File: src/zcf_pkg.sv
// Package with register map, field positions and timing constants.
package zcf_pkg;
  localparam int          REF_CLK_HZ     = 4_000_000;
  localparam int          BLANK_LO_NS    = 5_000;
  localparam int          BLANK_HI_NS    = 20_000;
  localparam int          SAMPLE_BASE_NS = 1_000;
  localparam int          BLANK_LO_CYC   = BLANK_LO_NS * (REF_CLK_HZ / 1_000_000) / 1_000;
  localparam int          BLANK_HI_CYC   = BLANK_HI_NS * (REF_CLK_HZ / 1_000_000) / 1_000;
  localparam int          SAMPLE_CYC     = SAMPLE_BASE_NS * (REF_CLK_HZ / 1_000_000) / 1_000;
  localparam int          BLANK_HI_FIRST = 8;
  localparam int          BLANK_HI_BIAS  = 5;
  localparam logic [4:0]  ADDR_ZFR       = 5'h00;
  localparam logic [4:0]  ADDR_SCR       = 5'h04;
  localparam logic [4:0]  ADDR_CTRL      = 5'h08;
  localparam logic [4:0]  ADDR_STAT      = 5'h0c;
  localparam logic [7:0]  ZFR_RESET      = 8'h0f;
  localparam logic [7:0]  SCR_RESET      = 8'h00;
  localparam logic [7:0]  CTRL_RESET     = 8'h00;
  localparam logic [7:0]  SCR_WMASK      = 8'h8f;
  localparam logic [7:0]  CTRL_WMASK     = 8'h7f;
  localparam int          ZFR_CNT_LSB    = 4;
  localparam int          ZFR_WIN_LSB    = 0;
  localparam int          SCR_ZSV_BIT    = 7;
  localparam int          SCR_SCF_LSB    = 2;
  localparam int          SCR_ECM_BIT    = 1;
  localparam int          SCR_FLOAT_BIT  = 0;
  localparam int          CTRL_MOE_BIT   = 0;
  localparam int          CTRL_SR_BIT    = 1;
  localparam int          CTRL_PCN_BIT   = 2;
  localparam int          CTRL_TES_LSB   = 3;
  localparam int          CTRL_PWM_BIT   = 5;
  localparam int          CTRL_ENC_BIT   = 6;
  localparam int          STAT_SEEN_BIT  = 0;
  localparam int          STAT_BLANK_BIT = 1;
  localparam int          STAT_FLOAT_BIT = 2;
  localparam int          STAT_RUN_LSB   = 4;
  localparam int          BLANK_W        = 10;
  localparam int          DIV_W          = 6;

  typedef struct packed {
    logic        read;
    logic        write;
    logic [4:0]  address;
    logic [3:0]  byteenable;
    logic [31:0] writedata;
  } zcf_av_req_t;

  typedef struct packed {
    logic [31:0] readdata;
    logic        waitrequest;
  } zcf_av_rsp_t;

  typedef struct packed {
    logic d_event;
    logic pwm_sample;
    logic rtc_tick;
    logic timer_high_rd;
  } zcf_evt_in_t;
endpackage

File: src/zcf_filter.sv
// Zero-crossing event filter, blanking window and sampling clock block.
//
// Operation
// - A Z event needs the count field value plus one consecutive samples.
// - Only consecutive valid detections count, sampled at the divided clock or at the PWM rate.
// - Each D event with sensor mode clear opens a blanking window during which Z detection is ignored.
// - Window codes 0-7 give 5-40 us in 5 us steps and 8-15 give 60-200 us in 20 us steps at 4 MHz.
// - The sampling valid bit enables Z sampling while the motor output enable is clear.
// - The sampling clock field divides the clock by 4, 8, 16 or 32 for 1 MHz down to 125 kHz.
// - In encoder sensing the capture source is the RTC tick or a read of the timer high byte.
// - The float bit grounds unused phase inputs when clear and floats them when set.
// - The float bit acts only with independent phase clear, tacho edge 00 and sensor mode clear.
// - After reset the sampling clock register reads 00h.
`timescale 1ns/1ps
`default_nettype none
module zcf_filter
  import zcf_pkg::*;
(
  input  wire logic                 clock,         // Peripheral clock.
  input  wire logic                 sys_rst,       // Synchronous reset.
  input  wire zcf_pkg::zcf_av_req_t av_req,        // Avalon-MM request.
  output var  zcf_pkg::zcf_av_rsp_t av_rsp,        // Avalon-MM response.
  input  wire zcf_pkg::zcf_evt_in_t evt_in,        // Same-domain strobes.
  input  wire logic                 zc_detect,     // Comparator pin level.
  output logic                      zc_event,      // Validated Z pulse.
  output logic                      blank_active,  // Window running.
  output logic                      phase_gnd_en,  // Ground unused phases.
  output logic                      capture_strobe // Timer capture pulse.
);
  import zcf_pkg::*;

  typedef struct packed {
    logic [7:0]         zfr;
    logic [7:0]         scr;
    logic [7:0]         ctrl;
    logic               seen;
    logic [1:0]         zc_sync;
    logic [BLANK_W-1:0] blank_cnt;
    logic [DIV_W-1:0]   div_cnt;
    logic               div_tick;
    logic [3:0]         run_cnt;
    logic               zc_event;
    logic               blank_active;
    logic               gnd_en;
    logic               capture;
    logic [31:0]        readdata;
    logic               waitrequest;
  } zcf_state_t;

  zcf_state_t s_r;
  zcf_state_t s_nxt;

  // Window length in clock cycles for a 4-bit code.
  function automatic logic [BLANK_W-1:0] win_cycles(input logic [3:0] code);
    int n;
    if (int'(code) < BLANK_HI_FIRST) begin
      n = (int'(code) + 1) * BLANK_LO_CYC;
    end else begin
      n = (int'(code) - BLANK_HI_BIAS) * BLANK_HI_CYC;
    end
    return BLANK_W'(n);
  endfunction

  logic [3:0]       cnt_sel;
  logic [3:0]       win_sel;
  logic [1:0]       scf_sel;
  logic [DIV_W-1:0] div_last;
  logic             sample_tick;
  logic             sample_en;
  logic             float_ok;
  logic             acc_wr;
  logic             acc_rd;
  logic [7:0]       wbyte;

  always_comb begin
    cnt_sel     = s_r.zfr[ZFR_CNT_LSB +: 4];
    win_sel     = s_r.zfr[ZFR_WIN_LSB +: 4];
    scf_sel     = s_r.scr[SCR_SCF_LSB +: 2];
    div_last    = DIV_W'((SAMPLE_CYC << scf_sel) - 1);
    sample_tick = s_r.ctrl[CTRL_PWM_BIT] ? evt_in.pwm_sample
                                         : s_r.div_tick;
    sample_en   = s_r.ctrl[CTRL_MOE_BIT] | s_r.scr[SCR_ZSV_BIT];
    float_ok    = !s_r.ctrl[CTRL_PCN_BIT] && !s_r.ctrl[CTRL_SR_BIT]
                  && (s_r.ctrl[CTRL_TES_LSB +: 2] == 2'b00);
    acc_wr      = av_req.write && !s_r.waitrequest && av_req.byteenable[0];
    acc_rd      = av_req.read && s_r.waitrequest;
    wbyte       = av_req.writedata[7:0];

    s_nxt = s_r;

    // Bus answers one cycle after the request is seen.
    s_nxt.waitrequest = !((av_req.read || av_req.write) && s_r.waitrequest);
    if (acc_rd) begin
      case (av_req.address)
        ADDR_ZFR:  s_nxt.readdata = {24'h000000, s_r.zfr};
        ADDR_SCR:  s_nxt.readdata = {24'h000000, s_r.scr};
        ADDR_CTRL: s_nxt.readdata = {24'h000000, s_r.ctrl};
        ADDR_STAT: s_nxt.readdata = {24'h000000, s_r.run_cnt, 1'b0,
                                     float_ok & s_r.scr[SCR_FLOAT_BIT],
                                     s_r.blank_active, s_r.seen};
        default:   s_nxt.readdata = 32'h00000000;
      endcase
    end
    if (acc_wr) begin
      case (av_req.address)
        ADDR_ZFR:  s_nxt.zfr  = wbyte;
        ADDR_SCR:  s_nxt.scr  = wbyte & SCR_WMASK;
        ADDR_CTRL: s_nxt.ctrl = wbyte & CTRL_WMASK;
        ADDR_STAT: begin
          if (wbyte[STAT_SEEN_BIT]) begin
            s_nxt.seen = 1'b0;
          end
        end
        default: begin
        end
      endcase
    end

    s_nxt.zc_sync = {s_r.zc_sync[0], zc_detect};

    // Sampling clock divider, counted in clock cycles.
    if (s_r.div_cnt >= div_last) begin
      s_nxt.div_cnt  = '0;
      s_nxt.div_tick = 1'b1;
    end else begin
      s_nxt.div_cnt  = s_r.div_cnt + 1'b1;
      s_nxt.div_tick = 1'b0;
    end

    // Blanking window restarts on every D event with sensor mode clear.
    if (evt_in.d_event && !s_r.ctrl[CTRL_SR_BIT]) begin
      s_nxt.blank_cnt = win_cycles(win_sel);
    end else if (evt_in.d_event) begin
      s_nxt.blank_cnt = '0;
    end else if (s_r.blank_cnt != '0) begin
      s_nxt.blank_cnt = s_r.blank_cnt - 1'b1;
    end
    s_nxt.blank_active = (s_nxt.blank_cnt != '0);

    // Consecutive sample counter.
    s_nxt.zc_event = 1'b0;
    if (evt_in.d_event || !sample_en || s_r.blank_cnt != '0) begin
      s_nxt.run_cnt = '0;
    end else if (sample_tick) begin
      if (!s_r.zc_sync[1]) begin
        s_nxt.run_cnt = '0;
      end else if (s_r.run_cnt == cnt_sel) begin
        s_nxt.run_cnt  = '0;
        s_nxt.zc_event = 1'b1;
      end else begin
        s_nxt.run_cnt = s_r.run_cnt + 1'b1;
      end
    end
    if (s_nxt.zc_event) begin
      s_nxt.seen = 1'b1;
    end

    s_nxt.gnd_en  = !(float_ok && s_r.scr[SCR_FLOAT_BIT]);
    s_nxt.capture = s_r.ctrl[CTRL_ENC_BIT] &&
                    (s_r.scr[SCR_ECM_BIT] ? evt_in.timer_high_rd
                                          : evt_in.rtc_tick);
  end

  always_ff @(posedge clock) begin
    if (sys_rst) begin
      s_r             <= '0;
      s_r.zfr         <= ZFR_RESET;
      s_r.scr         <= SCR_RESET;
      s_r.ctrl        <= CTRL_RESET;
      s_r.gnd_en      <= 1'b1;
      s_r.waitrequest <= 1'b1;
    end else begin
      s_r <= s_nxt;
    end
  end

  assign av_rsp.readdata    = s_r.readdata;
  assign av_rsp.waitrequest = s_r.waitrequest;
  assign zc_event           = s_r.zc_event;
  assign blank_active       = s_r.blank_active;
  assign phase_gnd_en       = s_r.gnd_en;
  assign capture_strobe     = s_r.capture;
endmodule
`default_nettype wire

File: config.mk
export PLATFORM = sky130hd
export DESIGN_NAME = zcf_filter
export DESIGN_NICKNAME = d
export VERILOG_FILES = /design/src/zcf_pkg.sv /design/src/zcf_filter.sv
export SDC_FILE = /design/constraint.sdc
export NUM_CORES = 1
export LEC_CHECK = 0
export ABC_AREA = 1
export BUFFER_PORTS_ARGS = -buffer_cell sky130_fd_sc_hd__buf_4
export CAP_MARGIN = 10
export CORE_UTILIZATION = 53
export DETAILED_ROUTE_END_ITERATION = 8
export PLACE_DENSITY = 0.8
export SLEW_MARGIN = 5
export SYNTH_ARGS = -nofsm -noshare
export SYNTH_HDL_FRONTEND = slang
export SYNTH_SLANG_ARGS = --single-unit
export TNS_END_PERCENT = 1
File: constraint.sdc
create_clock -name clock -period 3.11 [get_ports clock]
set_input_delay 0.1555 -clock clock [delete_from_list [all_inputs] [get_ports clock]]
set_output_delay 0.1555 -clock clock [all_outputs]
set_load 0.02 [all_outputs]
==> results of run 1 <==
-- worst register-to-register path, cell delays in order (launching register included) --
cell and delay, ns:
dfxtp_1 0.42, inv_2 0.12, ha_1 0.36, inv_1 0.10, ha_1 0.29, ha_1 0.21, fa_1 0.38, xnor2_1 0.22
nand3_1 0.12, nand3_1 0.11, nand2_1 0.06, nor2_1 0.08, nand2_1 0.05, nor2_1 0.08, nor2_1 0.04
-- per-stage QoR --
step                instances  area, um^2  hold WS, ns   util
CTS                       578        3720      0.00343  0.617
floorplan                 494        3460        0.235      -
global route              578        3720    0.0000744  0.617
global placement          562        3520        0.357  0.585
finish                    578        3720       0.0114  0.617
detailed placement        562        3520        0.367  0.585
-- path summary, 6_finish.rpt --
check / depth (start not counted) / end / slack [ns] / from
setup reg to reg: 14 / blank_active / 0.36 / s_r[77]
setup / recovery: 14 / blank_active / 0.36 / s_r[77]
hold / removal: 2 / av_rsp[0] / 0.01 / av_req[41]
hold reg to reg: 2 / s_r[59] / 0.41 / s_nxt[59]
-- flip-flops by register name, summed over array words and instances, names as in the netlist --
name and cells:
phase_gnd_en 1, cnt_sel 4, av_rsp 9, capture_strobe 1, s_r 39, s_nxt 1, zc_event 1, blank_active 1
-- placed cells by master, fill, tap and decap left out, drive strengths merged, types with 7 or more instances in the layout --
cell type  count
a21oi         27
buf           35
clkbuf        11
conb          24
dfxtp         57
ha            16
inv           54
nand2         87
nand3         35
nand4          8
nor2          67
o21ai         31
xor2           7
-- layer usage --
metal	global-route usage	vias to the layer above	wire, um
li1	-	1531	-
met1	0.315	1371	3380
met2	0.367	101	3390
met3	0.0567	12	444
met4	0.0895	0	125
met5	0	-	0
-- area by class of cell --
| class | instances | area [um^2] | area share |
|---|---|---|---|
| multi-input combinational | 341 | 1820 | 0.490 |
| sequential | 57 | 1140 | 0.307 |
| timing repair buffer | 35 | 263 | 0.0707 |
| inverter | 54 | 203 | 0.0545 |
| clock buffer | 11 | 141 | 0.0380 |
| tap | 75 | 93.8 | 0.0252 |
| clock inverter | 5 | 55.1 | 0.0148 |
-- power breakdown --
| group | switching (mW) | total [mW] | internal, mW |
|---|---|---|---|
| clock network | 0.306 | 0.695 | 0.389 |
| logic | 0.217 | 0.335 | 0.118 |
| registers | 0.0256 | 0.786 | 0.760 |
-- cell families (layout without fill, tap and decap cells) --
kind of cell             Yosys count  in the layout  synth area share
AND/OR/NAND/NOR                  211            211             0.285
buffers and inverters             96            105             0.147
AO/OA/AOI/OAI                     74             74             0.120
flip-flops                        57             57             0.338
adder cells (fa/ha/maj)           18             18            0.0712
XOR/XNOR                          13             13            0.0338
other                              1             24           0.00111
multiplexers                       1              1           0.00334
==> results.sh, run 1 <==
export IMPL_post_route_period_util=0.885
export IMPL_end_kind="flop"
export IMPL_remaining_drc_errors=0
export IMPL_rsz0062_at_grt="no"
export IMPL_io_pins=87
export IMPL_setup_tns_ns=0
export IMPL_synth_area_leaders="dfxtp_1, nand2_1, buf_4, nor2_1, ha_1"
export IMPL_p_per_area_nw_per_um2=488
export IMPL_io_buffers=35
export IMPL_cts_resized=0
export IMPL_dp_hpwl_um=5510
export IMPL_startpoint_type="flop"
export IMPL_core_um2=6030
export IMPL_route_vias_total=3015
export IMPL_ant_nets=0
export IMPL_netlist_area_um2=3370
export IMPL_wl_per_cell_um=12.7
export IMPL_insertion_delay_ns=0.34
export IMPL_synth_top_area_frac=0.338
export IMPL_hold_viol=0
export IMPL_nets=566
export IMPL_slowest_stage="dfxtp_1"
export IMPL_worst_pin_slew_ns=0.750
export IMPL_rows=28
export IMPL_grt_pass1_wl_um=11900
export IMPL_gp_congestion=0.945
export IMPL_cts_made_buffers=9
export IMPL_syn_to_final_growth_pct=10.3
export IMPL_drv_slew=0
export IMPL_diodes=0
export IMPL_ctsHoldBuffers=0
export IMPL_cp_required_ns=3.33
export IMPL_ir_worst_vdd_mv=0.389
export IMPL_drive_gt1_frac=0.137
export IMPL_routed_wl_um=7350
export IMPL_crit_buf_inv=2
export IMPL_synth_edf_count=0
export IMPL_fillerInstances=554
export IMPL_cts_htree_levels=3
export IMPL_ys_warn_count=0
export IMPL_crit_type="flop to flop"
export IMPL_grt_overflow=0
export IMPL_clkTransAtPathRegs_ns=0.07
export IMPL_cts_tree="yes"
export IMPL_arrival_ns=2.97
export IMPL_grt_pass1_vias=2614
export IMPL_fin_crit_ns=2.75
export IMPL_grt_antenna_before_repair=0
export IMPL_pre_cts_slack_ns=0.403
export IMPL_die_y_um=81.8
export IMPL_syn_area_per_cell_um2=7.16
export IMPL_die_x_um=81.8
export IMPL_grt_start_max_net_pins=27
export IMPL_max_freq_mhz=363
export IMPL_status="finished, final reports clean"
export IMPL_crit_fanout=8
export IMPL_fin_ws_ns=0.359
export IMPL_power_mw=1.82
export IMPL_die_area_um2=6690
export IMPL_slowest_delay_ns=0.42
export IMPL_fin_skew_ns=0.00771
export IMPL_slew_headroom=0.498
export IMPL_synth_largest_area_cell="dfxtp_1"
export IMPL_hp_class="primary input to flop"
export IMPL_synthDistinctLibCells=37
export IMPL_netlist_top_cells_count="nand2_1, nor2_1, dfxtp_1"
export IMPL_drtIter0Drc=161
export IMPL_syn_inst=471
export IMPL_clkSinkCount=57
export IMPL_clockBufferDepth=2
export IMPL_firstDrtPassIters=6
export IMPL_ys_seq_area_frac=0.338
export IMPL_start_util=0.560
export IMPL_crit_chain="inv_2 -> ha_1 -> inv_1 -> ha_1 -> ha_1 -> fa_1 -> xnor2_1 -> nand3_1 -> nand3_1 -> nand2_1 -> nor2_1 -> nand2_1 -> nor2_1 -> nor2_1"
export IMPL_drv_cap=0
export IMPL_avgViaCountPerCell=5.22
export IMPL_ys_flop_type="dfxtp_1"
export IMPL_synth_async_reset_ratio=0
export IMPL_synth_seq_cells=57
export IMPL_root_buffer="clkbuf_8"
export IMPL_path_delay_family="adder cells"
export IMPL_setup_viol=0
export IMPL_cellLeakagePower_nw=1.76
export IMPL_grt_util_all_layers=0.236
export IMPL_yosysMostFrequentCell="nand2_1"
export IMPL_postCtsSetupRepairBufs=0
No activity file was read; power rests on OpenSTA's default activity.
==> run 2, diff against run 1 <==
--- a/config.mk
+++ b/config.mk
@@ -8,9 +8,12 @@
 export ABC_AREA = 1
 export BUFFER_PORTS_ARGS = -buffer_cell sky130_fd_sc_hd__buf_4
 export CAP_MARGIN = 10
-export CORE_UTILIZATION = 53
+export CORE_UTILIZATION = 55
+export CTS_BUF_LIST = sky130_fd_sc_hd__clkbuf_8
 export DETAILED_ROUTE_END_ITERATION = 8
-export PLACE_DENSITY = 0.8
+export GPL_TIMING_DRIVEN = 0
+export HOLD_SLACK_MARGIN = 0.12
+export PLACE_DENSITY = 0.82
 export SLEW_MARGIN = 5
 export SYNTH_ARGS = -nofsm -noshare
 export SYNTH_HDL_FRONTEND = slang
==> run 2 against run 1 <==
Die area fell by 3.6%. Largest power group unchanged. Register-to-register slack worse by 0.03 ns. Flip-flop and latch count is the same. Highest routed layer unchanged. Wire length increased by 9.5%.
==> results.sh, run 2 (synthesis results as in run 1) <==
export IMPL_die_area_um2=6450
export IMPL_p_per_area_nw_per_um2=454
export IMPL_root_buffer="clkbuf_8"
export IMPL_route_vias_total=3245
export IMPL_clkSinkCount=57
export IMPL_cellLeakagePower_nw=2.02
export IMPL_syn_to_final_growth_pct=23.1
export IMPL_cp_required_ns=3.33
export IMPL_ctsHoldBuffers=14
export IMPL_end_kind="flop"
export IMPL_drv_cap=0
export IMPL_remaining_drc_errors=0
export IMPL_rows=28
export IMPL_worst_pin_slew_ns=0.554
export IMPL_die_y_um=80.3
export IMPL_firstDrtPassIters=6
export IMPL_grt_start_max_net_pins=11
export IMPL_cts_resized=0
export IMPL_startpoint_type="flop"
export IMPL_drive_gt1_frac=0.187
export IMPL_slew_headroom=0.631
export IMPL_layout_cells_most_common="nand2_1"
export IMPL_hp_class="primary input to flop"
export IMPL_layout_common_cells="nand2_1, buf_4, nor2_1"
export IMPL_grt_pass1_vias=2898
export IMPL_core_um2=5920
export IMPL_arrival_ns=2.99
export IMPL_reg2reg_from="s_r[77]"
export IMPL_pwr_share_clk=0.382
export IMPL_cts_made_buffers=9
export IMPL_largest_reg_flops=39
export IMPL_utilization=0.701
export IMPL_insertion_delay_ns=0.35
export IMPL_diodes=0
export IMPL_grt_pass1_wl_um=13000
export IMPL_min_path_cells=3
export IMPL_p_seq_frac=0.417
export IMPL_r2r_end="blank_active"
export IMPL_drtIter0Drc=217
export IMPL_largest_register="s_r"
export IMPL_clockBufferDepth=2
export IMPL_hold_viol=0
export IMPL_fin_skew_ns=0.0100
export IMPL_drv_slew=0
export IMPL_worstRegToRegCells=14
export IMPL_clkTransAtPathRegs_ns=0.07
export IMPL_p_switching_uw=546
export IMPL_cts_tree="yes"
export IMPL_die_x_um=80.3
export IMPL_postCtsSetupRepairBufs=0
export IMPL_io_buffers=34
export IMPL_post_route_period_util=0.893
export IMPL_crit_fanout=8
export IMPL_gp_congestion=0.849
export IMPL_crit_type="flop to flop"
export IMPL_fin_crit_ns=2.78
export IMPL_routed_wl_um=8040
export IMPL_cts_htree_levels=3
export IMPL_p_comb_frac=0.201
export IMPL_setup_tns_ns=0
export IMPL_p_int_mw=1.34
export IMPL_min_to="s_r[38]"
export IMPL_max_freq_mhz=360
export IMPL_min_from="evt_in[2]"
export IMPL_io_pins=87
export IMPL_grt_overflow=0
export IMPL_grt_antenna_before_repair=0
export IMPL_fillerInstances=481
export IMPL_avgViaCountPerCell=5.14
export IMPL_rsz0062_at_grt="no"
export IMPL_ir_worst_vdd_mv=0.288
export IMPL_rrSetupSlack_ns=0.33
export IMPL_wl_per_cell_um=12.7
export IMPL_grt_util_all_layers=0.265
export IMPL_ant_nets=0
export IMPL_p_sw_frac=0.290
export IMPL_dp_hpwl_um=5840
export IMPL_status="finished, final reports clean"
export IMPL_start_util=0.570
export IMPL_setup_viol=0
export IMPL_nets=621
-- run 2: cell count changes in the layout (fill, tap and decap cells not counted), sizes merged --
cell         change
clkbuf           +6
clkinvlp         -1
clkinv           -2
dlygate4sd3     +14
buf             +36
-- run 2: per-layer routing --
layer,vias to the layer above,global-route usage,share of wire
met5,-,0,0
met4,0,0.129,0.025
met3,20,0.0375,0.060
met2,128,0.428,0.47
met1,1454,0.345,0.44
li1,1643,-,-
-- run 2: how the worst max path moves through the flow --
stage,startpoint,end,slack [ns]
final,s_r[77],blank_active,0.33
after global routing,s_r[77],blank_active,0.09
after CTS,s_r[77],blank_active,0.32
after detailed placement,s_r[77],blank_active,0.35
after global placement,s_r[77],blank_active,0.37
after floorplan,s_r[77],blank_active,0.66
-- run 2: power groups by stage --
stage	Combinational, mW	Sequential, mW	Clock [mW]
after floorplan	0.279	0.797	0
after global placement	0.348	0.801	0
after detailed placement	0.359	0.802	0
after CTS	0.374	0.786	0.721
after global routing	0.422	0.789	0.761
final	0.378	0.786	0.720
-- run 2: area by class of cell --
cell class,instances,area [um^2],area share
multi-input combinational,341,1820,0.439
sequential,57,1140,0.275
timing repair buffer,48,395,0.0953
buffer,42,293,0.0705
inverter,54,203,0.0488
clock buffer,12,165,0.0398
tap,75,93.8,0.0226
clock inverter,2,37.5,0.00904
-- run 2: stage by stage --
stage | std cells | area, um^2 | power [mW] | hold WS, ns | setup WS, ns
3_5_place_dp | 603 | 3810 | 1.16 | 0.369 | 0.347
4_1_cts | 631 | 4150 | 1.88 | 0.237 | 0.321
3_3_place_gp | 603 | 3810 | 1.15 | 0.363 | 0.366
6_report | 631 | 4150 | 1.89 | 0.238 | 0.332
2_1_floorplan | 494 | 3460 | 1.08 | 0.235 | 0.657
5_1_grt | 631 | 4150 | 1.97 | 0.263 | 0.0871
-- run 2: critical path: stages (launching register included) --
cell and delay (ns):
dfxtp_1 0.42, inv_2 0.13, ha_1 0.37, inv_1 0.10, ha_1 0.28, ha_1 0.21, fa_1 0.38, xnor2_1 0.20
nand3_1 0.10, nand3_1 0.11, nand2_1 0.06, nor2_1 0.10, nand2_1 0.06, nor2_1 0.09, nor2_1 0.04
==> run 3, diff against run 2 <==
--- a/config.mk
+++ b/config.mk
@@ -8,12 +8,14 @@
 export ABC_AREA = 1
 export BUFFER_PORTS_ARGS = -buffer_cell sky130_fd_sc_hd__buf_4
 export CAP_MARGIN = 10
-export CORE_UTILIZATION = 55
+export CELL_PAD_IN_SITES_DETAIL_PLACEMENT = 0
+export CELL_PAD_IN_SITES_GLOBAL_PLACEMENT = 1
+export CORE_UTILIZATION = 39
 export CTS_BUF_LIST = sky130_fd_sc_hd__clkbuf_8
 export DETAILED_ROUTE_END_ITERATION = 8
 export GPL_TIMING_DRIVEN = 0
 export HOLD_SLACK_MARGIN = 0.12
-export PLACE_DENSITY = 0.82
+export PLACE_DENSITY = 0.83
 export SLEW_MARGIN = 5
 export SYNTH_ARGS = -nofsm -noshare
 export SYNTH_HDL_FRONTEND = slang
==> run 3 against run 2 <==
Cell area grew 1.2%. Combinational power is essentially flat. Worst hold slack gained 0.021 ns. Core utilization shrank 20 points. Setup slack gained 0.015 ns. Global-route usage shrank 7.2 points. Critical path type unchanged. Highest routed layer unchanged.
==> results.sh, run 3 (synthesis results as in run 1) <==
export IMPL_setup_tns_ns=0
export IMPL_setup_viol=0
export IMPL_rrSetupSlack_ns=0.35
export IMPL_diodes=0
export IMPL_crit_start="s_r[77]"
export IMPL_grt_antenna_before_repair=0
export IMPL_wl_per_cell_um=12.2
export IMPL_clkSinkCount=57
export IMPL_io_pins=87
export IMPL_cts_htree_levels=3
export IMPL_numPlacedInstances=633
export IMPL_max_freq_mhz=362
export IMPL_grt_pass1_vias=2810
export IMPL_grt_util_all_layers=0.193
export IMPL_layout_cells_most_common="nand2_1"
export IMPL_cp_required_ns=3.31
export IMPL_post_route_period_util=0.889
export IMPL_holdWs_ns=0.259
export IMPL_die_area_um2=9020
export IMPL_core_um2=8300
export IMPL_slew_headroom=0.640
export IMPL_drive_gt1_frac=0.189
export IMPL_ctsHoldBuffers=14
export IMPL_cellLeakagePower_nw=2.03
export IMPL_p_per_area_nw_per_um2=454
export IMPL_crit_type="flop to flop"
export IMPL_final_cells=662
export IMPL_fillerInstances=812
export IMPL_layout_common_cells="nand2_1, buf_4, nor2_1"
export IMPL_fin_skew_ns=0.00701
export IMPL_io_buffers=34
export IMPL_grt_pass1_wl_um=13200
export IMPL_firstDrtPassIters=5
export IMPL_path_delay_family="adder cells"
export IMPL_slowest_stage="dfxtp_1"
export IMPL_crit_chain="inv_2 -> ha_1 -> inv_1 -> ha_1 -> ha_1 -> fa_1 -> xnor2_1 -> nand3_1 -> nand3_1 -> nand2_1 -> nor2_1 -> nand2_1 -> nor2_1 -> nor2_1"
export IMPL_start_util=0.406
export IMPL_routed_wl_um=8060
export IMPL_postCtsSetupRepairBufs=0
export IMPL_largest_reg_flops=39
export IMPL_startpoint_type="flop"
export IMPL_cts_resized=0
export IMPL_status="finished, final reports clean"
export IMPL_min_from="evt_in[2]"
export IMPL_hp_class="primary input to flop"
export IMPL_gp_congestion=0.813
export IMPL_fin_crit_ns=2.76
export IMPL_drv_cap=0
export IMPL_hold_viol=0
export IMPL_root_buffer="clkbuf_8"
export IMPL_dp_hpwl_um=6040
export IMPL_route_vias_total=3138
export IMPL_clkTransAtPathRegs_ns=0.07
export IMPL_cts_tree="yes"
export IMPL_drtIter0Drc=196
export IMPL_avgViaCountPerCell=4.74
export IMPL_power_mw=1.91
export IMPL_remaining_drc_errors=0
export IMPL_largest_register="s_r"
export IMPL_insertion_delay_ns=0.33
export IMPL_rsz0062_at_grt="no"
export IMPL_rows=33
export IMPL_nets=621
export IMPL_grt_start_max_net_pins=11
export IMPL_worst_pin_slew_ns=0.540
export IMPL_syn_to_final_growth_pct=24.5
export IMPL_crit_buf_inv=2
export IMPL_ir_worst_vdd_mv=0.335
export IMPL_drv_slew=0
export IMPL_arrival_ns=2.97
export IMPL_grt_overflow=0
export IMPL_clockBufferDepth=2
export IMPL_die_x_um=95.0
export IMPL_end_kind="flop"
export IMPL_crit_fanout=8
export IMPL_reg2reg_from="s_r[77]"
export IMPL_slowest_delay_ns=0.44
export IMPL_cts_made_buffers=9
export IMPL_ant_nets=0
export IMPL_die_y_um=95.0
run 3: cell count changes in the layout (fill, tap and decap cells not counted):
cell / delta
clkbuf_8: +1
clkinv_2: +1
clkinvlp_4: -1
run 3: layout make-up:
cell class              instances  area, um^2  area share
repair buffers                 48         395      0.0942
flip-flops and latches         57        1140       0.272
clock inverters                 2        35.0     0.00834
well taps                     105         131      0.0313
multi-input cells             341        1820       0.434
plain buffers                  42         293      0.0697
inverters                      54         203      0.0483
clock buffers                  13         179      0.0426
run 3: power breakdown:
part | switching [mW] | internal, mW
clock network | 0.292 | 0.452
logic | 0.225 | 0.152
registers | 0.0252 | 0.761
run 3: metal layers:
layer,vias up,global-route usage,part of all wire
met5,-,0,0
li1,1644,-,-
met4,0,0.0669,0.016
met3,14,0.0459,0.050
met2,93,0.291,0.44
met1,1387,0.266,0.49
run 3: tightest hold or removal path, delay by kind of cell:
| family | cells | cell delay (ns) |
|---|---|---|
| buffers and inverters | 1 | 0.08 |
| muxes | 1 | 0.23 |
| AOI/OAI and AO/OA | 1 | 0.08 |
run 3: final timing paths:
kind / end / cells past startpoint
worst min register to register: s_r[59] / 2
worst max-delay path: blank_active / 14
worst max register to register: blank_active / 14
worst min-delay path: s_r[38] / 3
run 3: through the flow:
step	instance area (um^2)	utilization	worst slack, ns
after floorplan	3460	-	0.657
after global placement	3840	0.463	0.383
after detailed placement	3840	0.463	0.375
after CTS	4200	0.506	0.348
after global routing	4200	0.506	0.0318
final	4200	0.506	0.346
